## src/rtl/uart_mc_pkg.sv

```systemverilog
// package: register offsets, bit positions, reset values and frame timing for the modem block
package uart_mc_pkg;
    // register offsets on the processor port (byte addresses)
    localparam logic [9:0] OFF_RX_BUF = 10'h3f8;
    localparam logic [9:0] OFF_INT_EN = 10'h3f9;
    localparam logic [9:0] OFF_LINE_CTRL = 10'h3fb;
    localparam logic [9:0] OFF_MODEM_CTRL = 10'h3fc;
    localparam logic [9:0] OFF_MODEM_STAT = 10'h3fe;
    // modem control bit positions
    localparam int MC_DTR = 0;
    localparam int MC_RTS = 1;
    localparam int MC_AUX1 = 2;
    localparam int MC_AUX2 = 3;
    localparam int MC_LOOP = 4;
    localparam logic [7:0] MC_WRITE_MASK = 8'h1f;
    // interrupt enable bit position and writable mask
    localparam int IE_MODEM = 3;
    localparam logic [7:0] IE_WRITE_MASK = 8'h0f;
    // divisor latch access bit position in the line control register
    localparam int LC_DIVISOR_LATCH_ACCESS_BIT = 7;
    // reset values
    localparam logic [7:0] MC_RESET = 8'h00;
    localparam logic [7:0] IE_RESET = 8'h00;
    localparam logic [7:0] LC_RESET = 8'h00;
    // serial frame: one start, eight data, one stop
    localparam int DATA_BITS = 8;
    localparam int FRAME_BITS = 10;
    // default bit time in clock cycles
    localparam int BIT_CYCLES_DEF = 16;
endpackage

```

## src/rtl/ser_link_if.sv

```systemverilog
// interface: serial character path between register logic and the shifter
`timescale 1ns/100ps
interface ser_link_if;
    logic [7:0] tx_data; // character to send
    logic tx_load; // one-cycle load strobe
    logic tx_busy; // shifter occupied
    logic [7:0] rx_data; // last assembled character
    logic rx_done; // one-cycle character done strobe
    logic tx_bit; // shift register output
    logic rx_bit; // shift register input (already synchronised / looped)
    modport ctl
    (
        output tx_data, tx_load, rx_bit,
        input tx_busy, rx_data, rx_done, tx_bit
    );
    modport shf
    (
        input tx_data, tx_load, rx_bit,
        output tx_busy, rx_data, rx_done, tx_bit
    );
endinterface

```

## src/rtl/uart_shifter.sv

```systemverilog
// module: lsb-first transmit and receive shift registers
`timescale 1ns/100ps
module uart_shifter
    import uart_mc_pkg::*;
#(
    parameter int BIT_CYCLES = BIT_CYCLES_DEF // clocks per serial bit
)
(
    input wire logic clk_in, // system clock
    input wire logic rstn_in, // async reset, active low
    ser_link_if.shf lnk // character path
);
    localparam int CW = $clog2(BIT_CYCLES + 1);

    // ----------------------------------------
    // transmitter
    // ----------------------------------------
    logic [9:0] tx_sh_r; // frame being sent, lsb goes first
    logic [3:0] tx_cnt_r; // bits left in frame
    logic [CW-1:0] tx_tick_r; // cycles left in bit

    // load a frame, then shift lsb first once per bit time
    always_ff @(posedge clk_in or negedge rstn_in)
    begin
        if (!rstn_in)
        begin
            tx_sh_r <= 10'h3ff;
            tx_cnt_r <= 4'h0;
            tx_tick_r <= '0;
        end
        else if (lnk.tx_load && tx_cnt_r == 4'h0)
        begin
            // stop, data, start: bit 0 of the data follows the start bit
            tx_sh_r <= {1'b1, lnk.tx_data, 1'b0};
            tx_cnt_r <= 4'(FRAME_BITS);
            tx_tick_r <= CW'(BIT_CYCLES - 1);
        end
        else if (tx_cnt_r != 4'h0)
        begin
            if (tx_tick_r == '0)
            begin
                tx_sh_r <= {1'b1, tx_sh_r[9:1]};
                tx_cnt_r <= tx_cnt_r - 4'h1;
                tx_tick_r <= CW'(BIT_CYCLES - 1);
            end
            else
            begin
                tx_tick_r <= tx_tick_r - 1'b1;
            end
        end
    end

    assign lnk.tx_bit = tx_sh_r[0];
    assign lnk.tx_busy = (tx_cnt_r != 4'h0);

    // ----------------------------------------
    // receiver
    // ----------------------------------------
    logic [7:0] rx_sh_r; // assembling character
    logic [3:0] rx_cnt_r; // bits still to sample, 0 = idle
    logic [CW-1:0] rx_tick_r; // cycles to next sample
    logic [7:0] rx_data_r; // finished character
    logic rx_done_r; // completion strobe

    // start on a low level while idle, sample mid-bit, first bit lands in bit 0
    always_ff @(posedge clk_in or negedge rstn_in)
    begin
        if (!rstn_in)
        begin
            rx_sh_r <= 8'h00;
            rx_cnt_r <= 4'h0;
            rx_tick_r <= '0;
            rx_data_r <= 8'h00;
            rx_done_r <= 1'b0;
        end
        else
        begin
            rx_done_r <= 1'b0;
            if (rx_cnt_r == 4'h0)
            begin
                if (!lnk.rx_bit)
                begin
                    // wait half a bit to land mid start bit
                    rx_cnt_r <= 4'(FRAME_BITS);
                    rx_tick_r <= CW'(BIT_CYCLES / 2);
                end
            end
            else if (rx_tick_r != '0)
            begin
                rx_tick_r <= rx_tick_r - 1'b1;
            end
            else
            begin
                rx_tick_r <= CW'(BIT_CYCLES - 1);
                rx_cnt_r <= rx_cnt_r - 4'h1;
                if (rx_cnt_r == 4'(FRAME_BITS) && lnk.rx_bit)
                begin
                    rx_cnt_r <= 4'h0; // glitch, not a real start bit
                end
                else if (rx_cnt_r == 4'h1)
                begin
                    rx_data_r <= rx_sh_r; // stop bit reached
                    rx_done_r <= 1'b1;
                end
                else if (rx_cnt_r != 4'(FRAME_BITS))
                begin
                    rx_sh_r <= {lnk.rx_bit, rx_sh_r[7:1]};
                end
            end
        end
    end

    assign lnk.rx_data = rx_data_r;
    assign lnk.rx_done = rx_done_r;
endmodule

```

## src/rtl/uart_modem_control_loopback.sv

```systemverilog
// module: register port, modem handshake lines, loopback and modem status interrupt
`timescale 1ns/100ps

module uart_modem_control_loopback
    import uart_mc_pkg::*;
#(
    parameter int BIT_CYCLES = BIT_CYCLES_DEF // clocks per serial bit
)
(
    input wire logic clk_in, // system clock, 250 MHz
    input wire logic rstn_in, // async reset, active low
    input wire logic [9:0] addr_in, // processor address
    input wire logic [7:0] wdata_in, // processor write data
    input wire logic wr_in, // one-cycle write strobe
    input wire logic rd_in, // one-cycle read strobe
    output logic [7:0] rdata_out, // read data, registered
    output logic interrupt_request_out, // modem status interrupt, high
    output logic serial_tx_pin, // serial transmit data
    input wire logic serial_rx_pin, // serial receive data
    input wire logic cts_n_in, // clear to send, active low
    input wire logic dsr_n_in, // data set ready, active low
    input wire logic ri_n_in, // ring indicator, active low
    input wire logic carrier_detect_in, // carrier detect, active low level at pin
    output logic dtr_n_out, // data terminal ready, active low
    output logic rts_n_out, // request to send, active low
    output logic aux_out_1, // auxiliary output 1, active low
    output logic aux_out_2 // auxiliary output 2, active low
);
    import uart_mc_pkg::*;

    // ----------------------------------------
    // helpers
    // ----------------------------------------
    // one decode used by both the write and the read paths
    function automatic logic hit(input logic [9:0] a, input logic [9:0] off);
        hit = (a == off);
    endfunction

    // ----------------------------------------
    // pin synchronisers
    // ----------------------------------------
    logic [4:0] pin_s1_r; // first stage, read only by second stage
    logic [4:0] pin_s2_r; // stable copies: rx, cts, dsr, ri, carrier

    // two flops before any logic looks at a pin
    always_ff @(posedge clk_in or negedge rstn_in)
    begin
        if (!rstn_in)
        begin
            pin_s1_r <= 5'h1f;
            pin_s2_r <= 5'h1f;
        end
        else
        begin
            pin_s1_r <= {serial_rx_pin, cts_n_in, dsr_n_in, ri_n_in, carrier_detect_in};
            pin_s2_r <= pin_s1_r;
        end
    end

    // ----------------------------------------
    // control registers
    // ----------------------------------------
    logic [7:0] modem_line_control_r; // handshake and loopback control
    logic [7:0] interrupt_enable_register_r; // interrupt enables
    logic [7:0] line_ctrl_r; // all eight written bits kept; only the divisor latch access bit is used
    logic [7:0] transmit_holding_r; // character waiting to go
    logic thr_full_r; // holding register occupied
    logic [7:0] receive_buffer_r; // last received character
    logic divisor_latch_access_bit;
    logic loop_on;

    assign divisor_latch_access_bit = line_ctrl_r[LC_DIVISOR_LATCH_ACCESS_BIT];
    assign loop_on = modem_line_control_r[MC_LOOP];

    // software writes; unused high bits of control stay zero
    always_ff @(posedge clk_in or negedge rstn_in)
    begin
        if (!rstn_in)
        begin
            modem_line_control_r <= MC_RESET;
            interrupt_enable_register_r <= IE_RESET;
            line_ctrl_r <= LC_RESET;
        end
        else if (wr_in)
        begin
            if (hit(addr_in, OFF_MODEM_CTRL))
            begin
                modem_line_control_r <= wdata_in & MC_WRITE_MASK;
            end
            // enable register shares the divisor high byte when the latch bit is set
            if (hit(addr_in, OFF_INT_EN) && !divisor_latch_access_bit)
            begin
                interrupt_enable_register_r <= wdata_in & IE_WRITE_MASK;
            end
            if (hit(addr_in, OFF_LINE_CTRL))
            begin
                line_ctrl_r <= wdata_in;
            end
        end
    end

    // ----------------------------------------
    // serial path
    // ----------------------------------------
    ser_link_if lnk();
    logic tx_load_r; // launch strobe to shifter

    // holding register fed by writes at the base offset; drained when shifter is free
    always_ff @(posedge clk_in or negedge rstn_in)
    begin
        if (!rstn_in)
        begin
            transmit_holding_r <= 8'h00;
            thr_full_r <= 1'b0;
            tx_load_r <= 1'b0;
        end
        else
        begin
            tx_load_r <= 1'b0;
            if (wr_in && hit(addr_in, OFF_RX_BUF) && !divisor_latch_access_bit)
            begin
                transmit_holding_r <= wdata_in;
                thr_full_r <= 1'b1;
            end
            else if (thr_full_r && !lnk.tx_busy && !tx_load_r)
            begin
                tx_load_r <= 1'b1;
                thr_full_r <= 1'b0;
            end
        end
    end

    assign lnk.tx_data = transmit_holding_r;
    assign lnk.tx_load = tx_load_r;
    // loopback ignores the pin and listens to our own shifter
    assign lnk.rx_bit = loop_on ? lnk.tx_bit : pin_s2_r[4];

    uart_shifter #(.BIT_CYCLES(BIT_CYCLES)) u_shf
    (
        .clk_in(clk_in),
        .rstn_in(rstn_in),
        .lnk(lnk)
    );

    // capture each finished character
    always_ff @(posedge clk_in or negedge rstn_in)
    begin
        if (!rstn_in)
        begin
            receive_buffer_r <= 8'h00;
        end
        else if (lnk.rx_done)
        begin
            receive_buffer_r <= lnk.rx_data;
        end
    end

    // ----------------------------------------
    // handshake outputs
    // ----------------------------------------
    // inverted sense; loopback leaves these pins following and parks tx at mark
    always_ff @(posedge clk_in or negedge rstn_in)
    begin
        if (!rstn_in)
        begin
            dtr_n_out <= 1'b1;
            rts_n_out <= 1'b1;
            aux_out_1 <= 1'b1;
            aux_out_2 <= 1'b1;
            serial_tx_pin <= 1'b1;
        end
        else
        begin
            dtr_n_out <= ~modem_line_control_r[MC_DTR];
            rts_n_out <= ~modem_line_control_r[MC_RTS];
            aux_out_1 <= ~modem_line_control_r[MC_AUX1];
            aux_out_2 <= ~modem_line_control_r[MC_AUX2];
            serial_tx_pin <= loop_on ? 1'b1 : lnk.tx_bit;
        end
    end

    // ----------------------------------------
    // modem status
    // ----------------------------------------
    // current state, true sense: cts, dsr, ri, carrier
    logic [3:0] cur_state; // status bits 4..7 order
    logic [3:0] prev_state_r; // state one cycle earlier
    logic [3:0] delta_r; // change flags, status bits 0..3
    logic ms_read;
    logic ms_write;
    logic [3:0] delta_set;

    // loopback: cts<-rts, dsr<-dtr, ri<-aux1, carrier<-aux2
    always_comb
    begin
        if (loop_on)
        begin
            cur_state = {modem_line_control_r[MC_AUX2], modem_line_control_r[MC_AUX1],
                         modem_line_control_r[MC_DTR], modem_line_control_r[MC_RTS]};
        end
        else
        begin
            // pins are active low, so complement gives the on state
            cur_state = {~pin_s2_r[0], ~pin_s2_r[1], ~pin_s2_r[2], ~pin_s2_r[3]};
        end
    end

    assign ms_read = rd_in && hit(addr_in, OFF_MODEM_STAT);
    assign ms_write = wr_in && hit(addr_in, OFF_MODEM_STAT);

    // change detection; ring flags only the on-to-off edge
    always_comb
    begin
        delta_set = 4'h0;
        delta_set[0] = cur_state[0] ^ prev_state_r[0];
        delta_set[1] = cur_state[1] ^ prev_state_r[1];
        delta_set[2] = prev_state_r[2] & ~cur_state[2];
        delta_set[3] = cur_state[3] ^ prev_state_r[3];
        if (ms_write)
        begin
            delta_set = delta_set | wdata_in[3:0];
        end
    end

    // a change in the same cycle as a read survives: set wins over clear
    always_ff @(posedge clk_in or negedge rstn_in)
    begin
        if (!rstn_in)
        begin
            prev_state_r <= 4'h0;
            delta_r <= 4'h0;
        end
        else
        begin
            prev_state_r <= cur_state;
            delta_r <= (ms_read ? 4'h0 : delta_r) | delta_set;
        end
    end

    // modem interrupt only, gated by its enable even in loopback
    always_ff @(posedge clk_in or negedge rstn_in)
    begin
        if (!rstn_in)
        begin
            interrupt_request_out <= 1'b0;
        end
        else
        begin
            interrupt_request_out <= (|delta_r) &
                interrupt_enable_register_r[IE_MODEM];
        end
    end

    // ----------------------------------------
    // read port
    // ----------------------------------------
    // registered read data, zero for unmapped offsets
    always_ff @(posedge clk_in or negedge rstn_in)
    begin
        if (!rstn_in)
        begin
            rdata_out <= 8'h00;
        end
        else if (rd_in)
        begin
            if (hit(addr_in, OFF_RX_BUF) && !divisor_latch_access_bit)
            begin
                rdata_out <= receive_buffer_r;
            end
            else if (hit(addr_in, OFF_INT_EN) && !divisor_latch_access_bit)
            begin
                rdata_out <= interrupt_enable_register_r;
            end
            else if (hit(addr_in, OFF_LINE_CTRL))
            begin
                rdata_out <= line_ctrl_r;
            end
            else if (hit(addr_in, OFF_MODEM_CTRL))
            begin
                rdata_out <= modem_line_control_r;
            end
            else if (hit(addr_in, OFF_MODEM_STAT))
            begin
                rdata_out <= {cur_state, delta_r};
            end
            else
            begin
                rdata_out <= 8'h00;
            end
        end
    end
endmodule

```

## config.mk

```make
export PLATFORM = sky130hd
export DESIGN_NAME = uart_modem_control_loopback
export DESIGN_NICKNAME = d
export VERILOG_FILES = /design/src/rtl/uart_mc_pkg.sv /design/src/rtl/ser_link_if.sv /design/src/rtl/uart_shifter.sv /design/src/rtl/uart_modem_control_loopback.sv
export SDC_FILE = /design/constraint.sdc
export NUM_CORES = 1
export LEC_CHECK = 0
export ABC_AREA = 0
export BUFFER_PORTS_ARGS = -buffer_cell sky130_fd_sc_hd__clkbuf_2
export CORE_UTILIZATION = 36
export DETAILED_ROUTE_END_ITERATION = 10
export PLACE_DENSITY = 0.63
export SLEW_MARGIN = 20
export SYNTH_ARGS = -nofsm -noshare
export SYNTH_HDL_FRONTEND = slang
export SYNTH_SLANG_ARGS = --single-unit
```

## constraint.sdc

```tcl
create_clock -name clk_in -period 5.3 [get_ports clk_in]
set_clock_uncertainty 0.05 [all_clocks]
set_input_delay 0 -clock clk_in [delete_from_list [all_inputs] [get_ports clk_in]]
set_output_delay 0 -clock clk_in [all_outputs]
set_load 0.01 [all_outputs]
```

==> out/results.txt <==
Status - complete, no violations
Data arrival, critical path - 2640 ps
Vias in the first global route - 3226
Mean post-synth cell area - 12.25 um^2
Ys async rst share - 1.000
Initial Utilization - 0.3759
Final instance area - 0.005652 mm^2
1st-iter DRT viols - 214
Sequential-to-total area share from yosys stat - 0.5801
Area delta synth->final - 16.78%
Synth cell types - 52
Placement Setup Slack - 2834 ps
GPL Wtd Cong - 0.9024
Max Transition Viols Final - 0
Min-Delay Path Class - input port to register
Die Ht - 117.9 um
Hold Violations, Final - 0
Vias - 3206
Placed cell areas - 0.005196 mm^2
Routed vias/inst - 5.146
Relative slew slack - 0.4738
Share of layout cells above drive strength 1 - 0.3082
Fmax - 0.4064 GHz
Drt wl/cell - 15.28 um
Seq. cell area - 0.002808 mm^2
Residual DRC - 0
Worst hold margin - 77.38 ps
Final WS setup - 2839 ps
Register clock-pin slew on the reported worst setup and hold paths - 70 ps
Die area - 0.01391 mm^2
Crit Path Category - register to register
Syn nets - 430
Area of the mapped netlist - 0.004840 mm^2
CTS tree - yes
PortBufs - 40
Hold-fix buffers, CTS - 15
# Post-CTS Setup Buffers - 0
Largest net degree at the start of global routing - 65
TNS Setup - 0 ps
Initial antenna violation count - 0
First-pass GRT wire length - 16430 um
Total Routing Usage GR - 0.1472
Root Driver - clkbuf_16
CTS Buffer Depth - 2
Pwr/cell area - 379.0 mW/mm^2
Final ANT Viol Nets - 0
Final #Nets - 481
H-Tree Depth - 3
Final wirelength - 9522 um
Yosys warns - 0
Worst ir drop on vdd - 0.1613 mV
Post-DP HPWL - 6764 um
Antenna fix cells - 0
Fillers - 1230
Drt pass-1 iters - 4
Crit end category - register
# setup viols final - 0
Max-cap viol count - 0
Top FF cell, synth - dfrtp_1
Core Box Area - 0.01288 mm^2
Die W - 117.9 um
RSZ-0062 raised after global routing - false
Total Power - 2142 uW
Multi-input gate area in the final layout - 0.001903 mm^2
Gate Count Post-Synth - 395
Post_cts resized - 0
Most frequent cells in the layout - 87 x dfrtp_1, 42 x mux2_2, 39 x clkbuf_2, 29 x nand2_1, 24 x dfstp_2
Commonest non-fill, non-tap cell in the layout - dfrtp_1
Row count - 41
Crit path max fanout - 9
Tightest Pin Transition - 789.2 ps
Congestion Overflow GR - 0
Crit path launch type - register
IO Count - 41
P_leak - 0.002591 uW
Clock sink total - 111
Num CTS Buffers - 9
Tmin final - 2461 ps
Critical path required time - 5480 ps
Clock Latency Late Sink - 340 ps
Post-synth EDFFs - 0
Final period util - 0.4643
Flops & latches, synth - 111
## cells by family after synthesis
kind of cell | synth area share
fa+ha+maj | 0.02068
simple gates | 0.1169
mux | 0.1267
compound gates | 0.1200
flops | 0.5801
xor+xnor | 0.009050
buf+inv | 0.02663
## flip-flops by register name, indices dropped and copies added, names as in the netlist, 4 cells and up
signal                       flops
u_shf.tx_sh_r                    9
modem_line_control_r             5
delta_r                          4
u_shf.tx_cnt_r                   4
lnk.tx_data                      8
line_ctrl_r                      8
u_shf.rx_tick_r                  5
u_shf.rx_cnt_r                   4
rdata_out                        8
receive_buffer_r                 8
pin_s2_r                         5
u_shf.tx_tick_r                  5
prev_state_r                     4
pin_s1_r                         5
interrupt_enable_register_r      4
u_shf.rx_sh_r                    8
u_shf.lnk.rx_data                8
## where the power goes
part / internal, uW / switching (uW)
logic: 183 / 216
registers: 962 / 96.9
clock network: 382 / 302
total: 1530 / 615
## final cells by class
class,count,share of cell area
sequential,111,0.4968
multi-input combinational,252,0.3367
timing repair buffer,56,0.06376
clock buffer,10,0.04228
tap,172,0.03808
clock inverter,6,0.01173
inverter,16,0.01063
## through the flow
stage | std cells | utilization
after floorplan | 395 | -
after CTS | 623 | 0.4389
after global placement | 592 | 0.4036
after global routing | 623 | 0.4389
final | 623 | 0.4389
after detailed placement | 592 | 0.4036
## worst paths after layout
path	startpoint	cells after the start	slack (ps)	to
max	u_shf.rx_tick_r[0]	6	2840	u_shf.lnk.rx_data[2]
min	wr_in	3	80	delta_r[3]
max reg2reg	u_shf.rx_tick_r[0]	6	2840	u_shf.lnk.rx_data[2]
min reg2reg	pin_s1_r[2]	0	310	pin_s2_r[2]
max in group asynchronous	rstn_in	3	3840	u_shf.rx_cnt_r[1]
min in group asynchronous	rstn_in	2	150	delta_r[2]
## cell usage after synthesis (all sizes together), types with 8 or more instances
library cell	n	area share
dfrtp	87	0.45
mux2	50	0.12
nand2	29	0.022
dfstp	24	0.13
o21ai	23	0.024
nor2	16	0.012
inv	15	0.012
clkbuf	13	0.010
a21oi	12	0.012
a31oi	11	0.014
nor3	9	0.0093
ha	8	0.021
nand2b	8	0.010
## per-layer routing
metal  global-route usage  up-vias  routed length, um
li1                     -     1533                  -
met1               0.1974     1585               4455
met2               0.2360       80               4512
met3              0.03828        8                436
met4              0.03766        0                117
met5                    0        -                  0
## critical path, cell delays in order (launching register included)
cell	delay, ps
dfrtp_1	420
inv_1	80
ha_1	200
nor4b_4	360
nand2b_1	110
or4b_1	740
mux2_4	390
(Power assumes the default switching activity.)
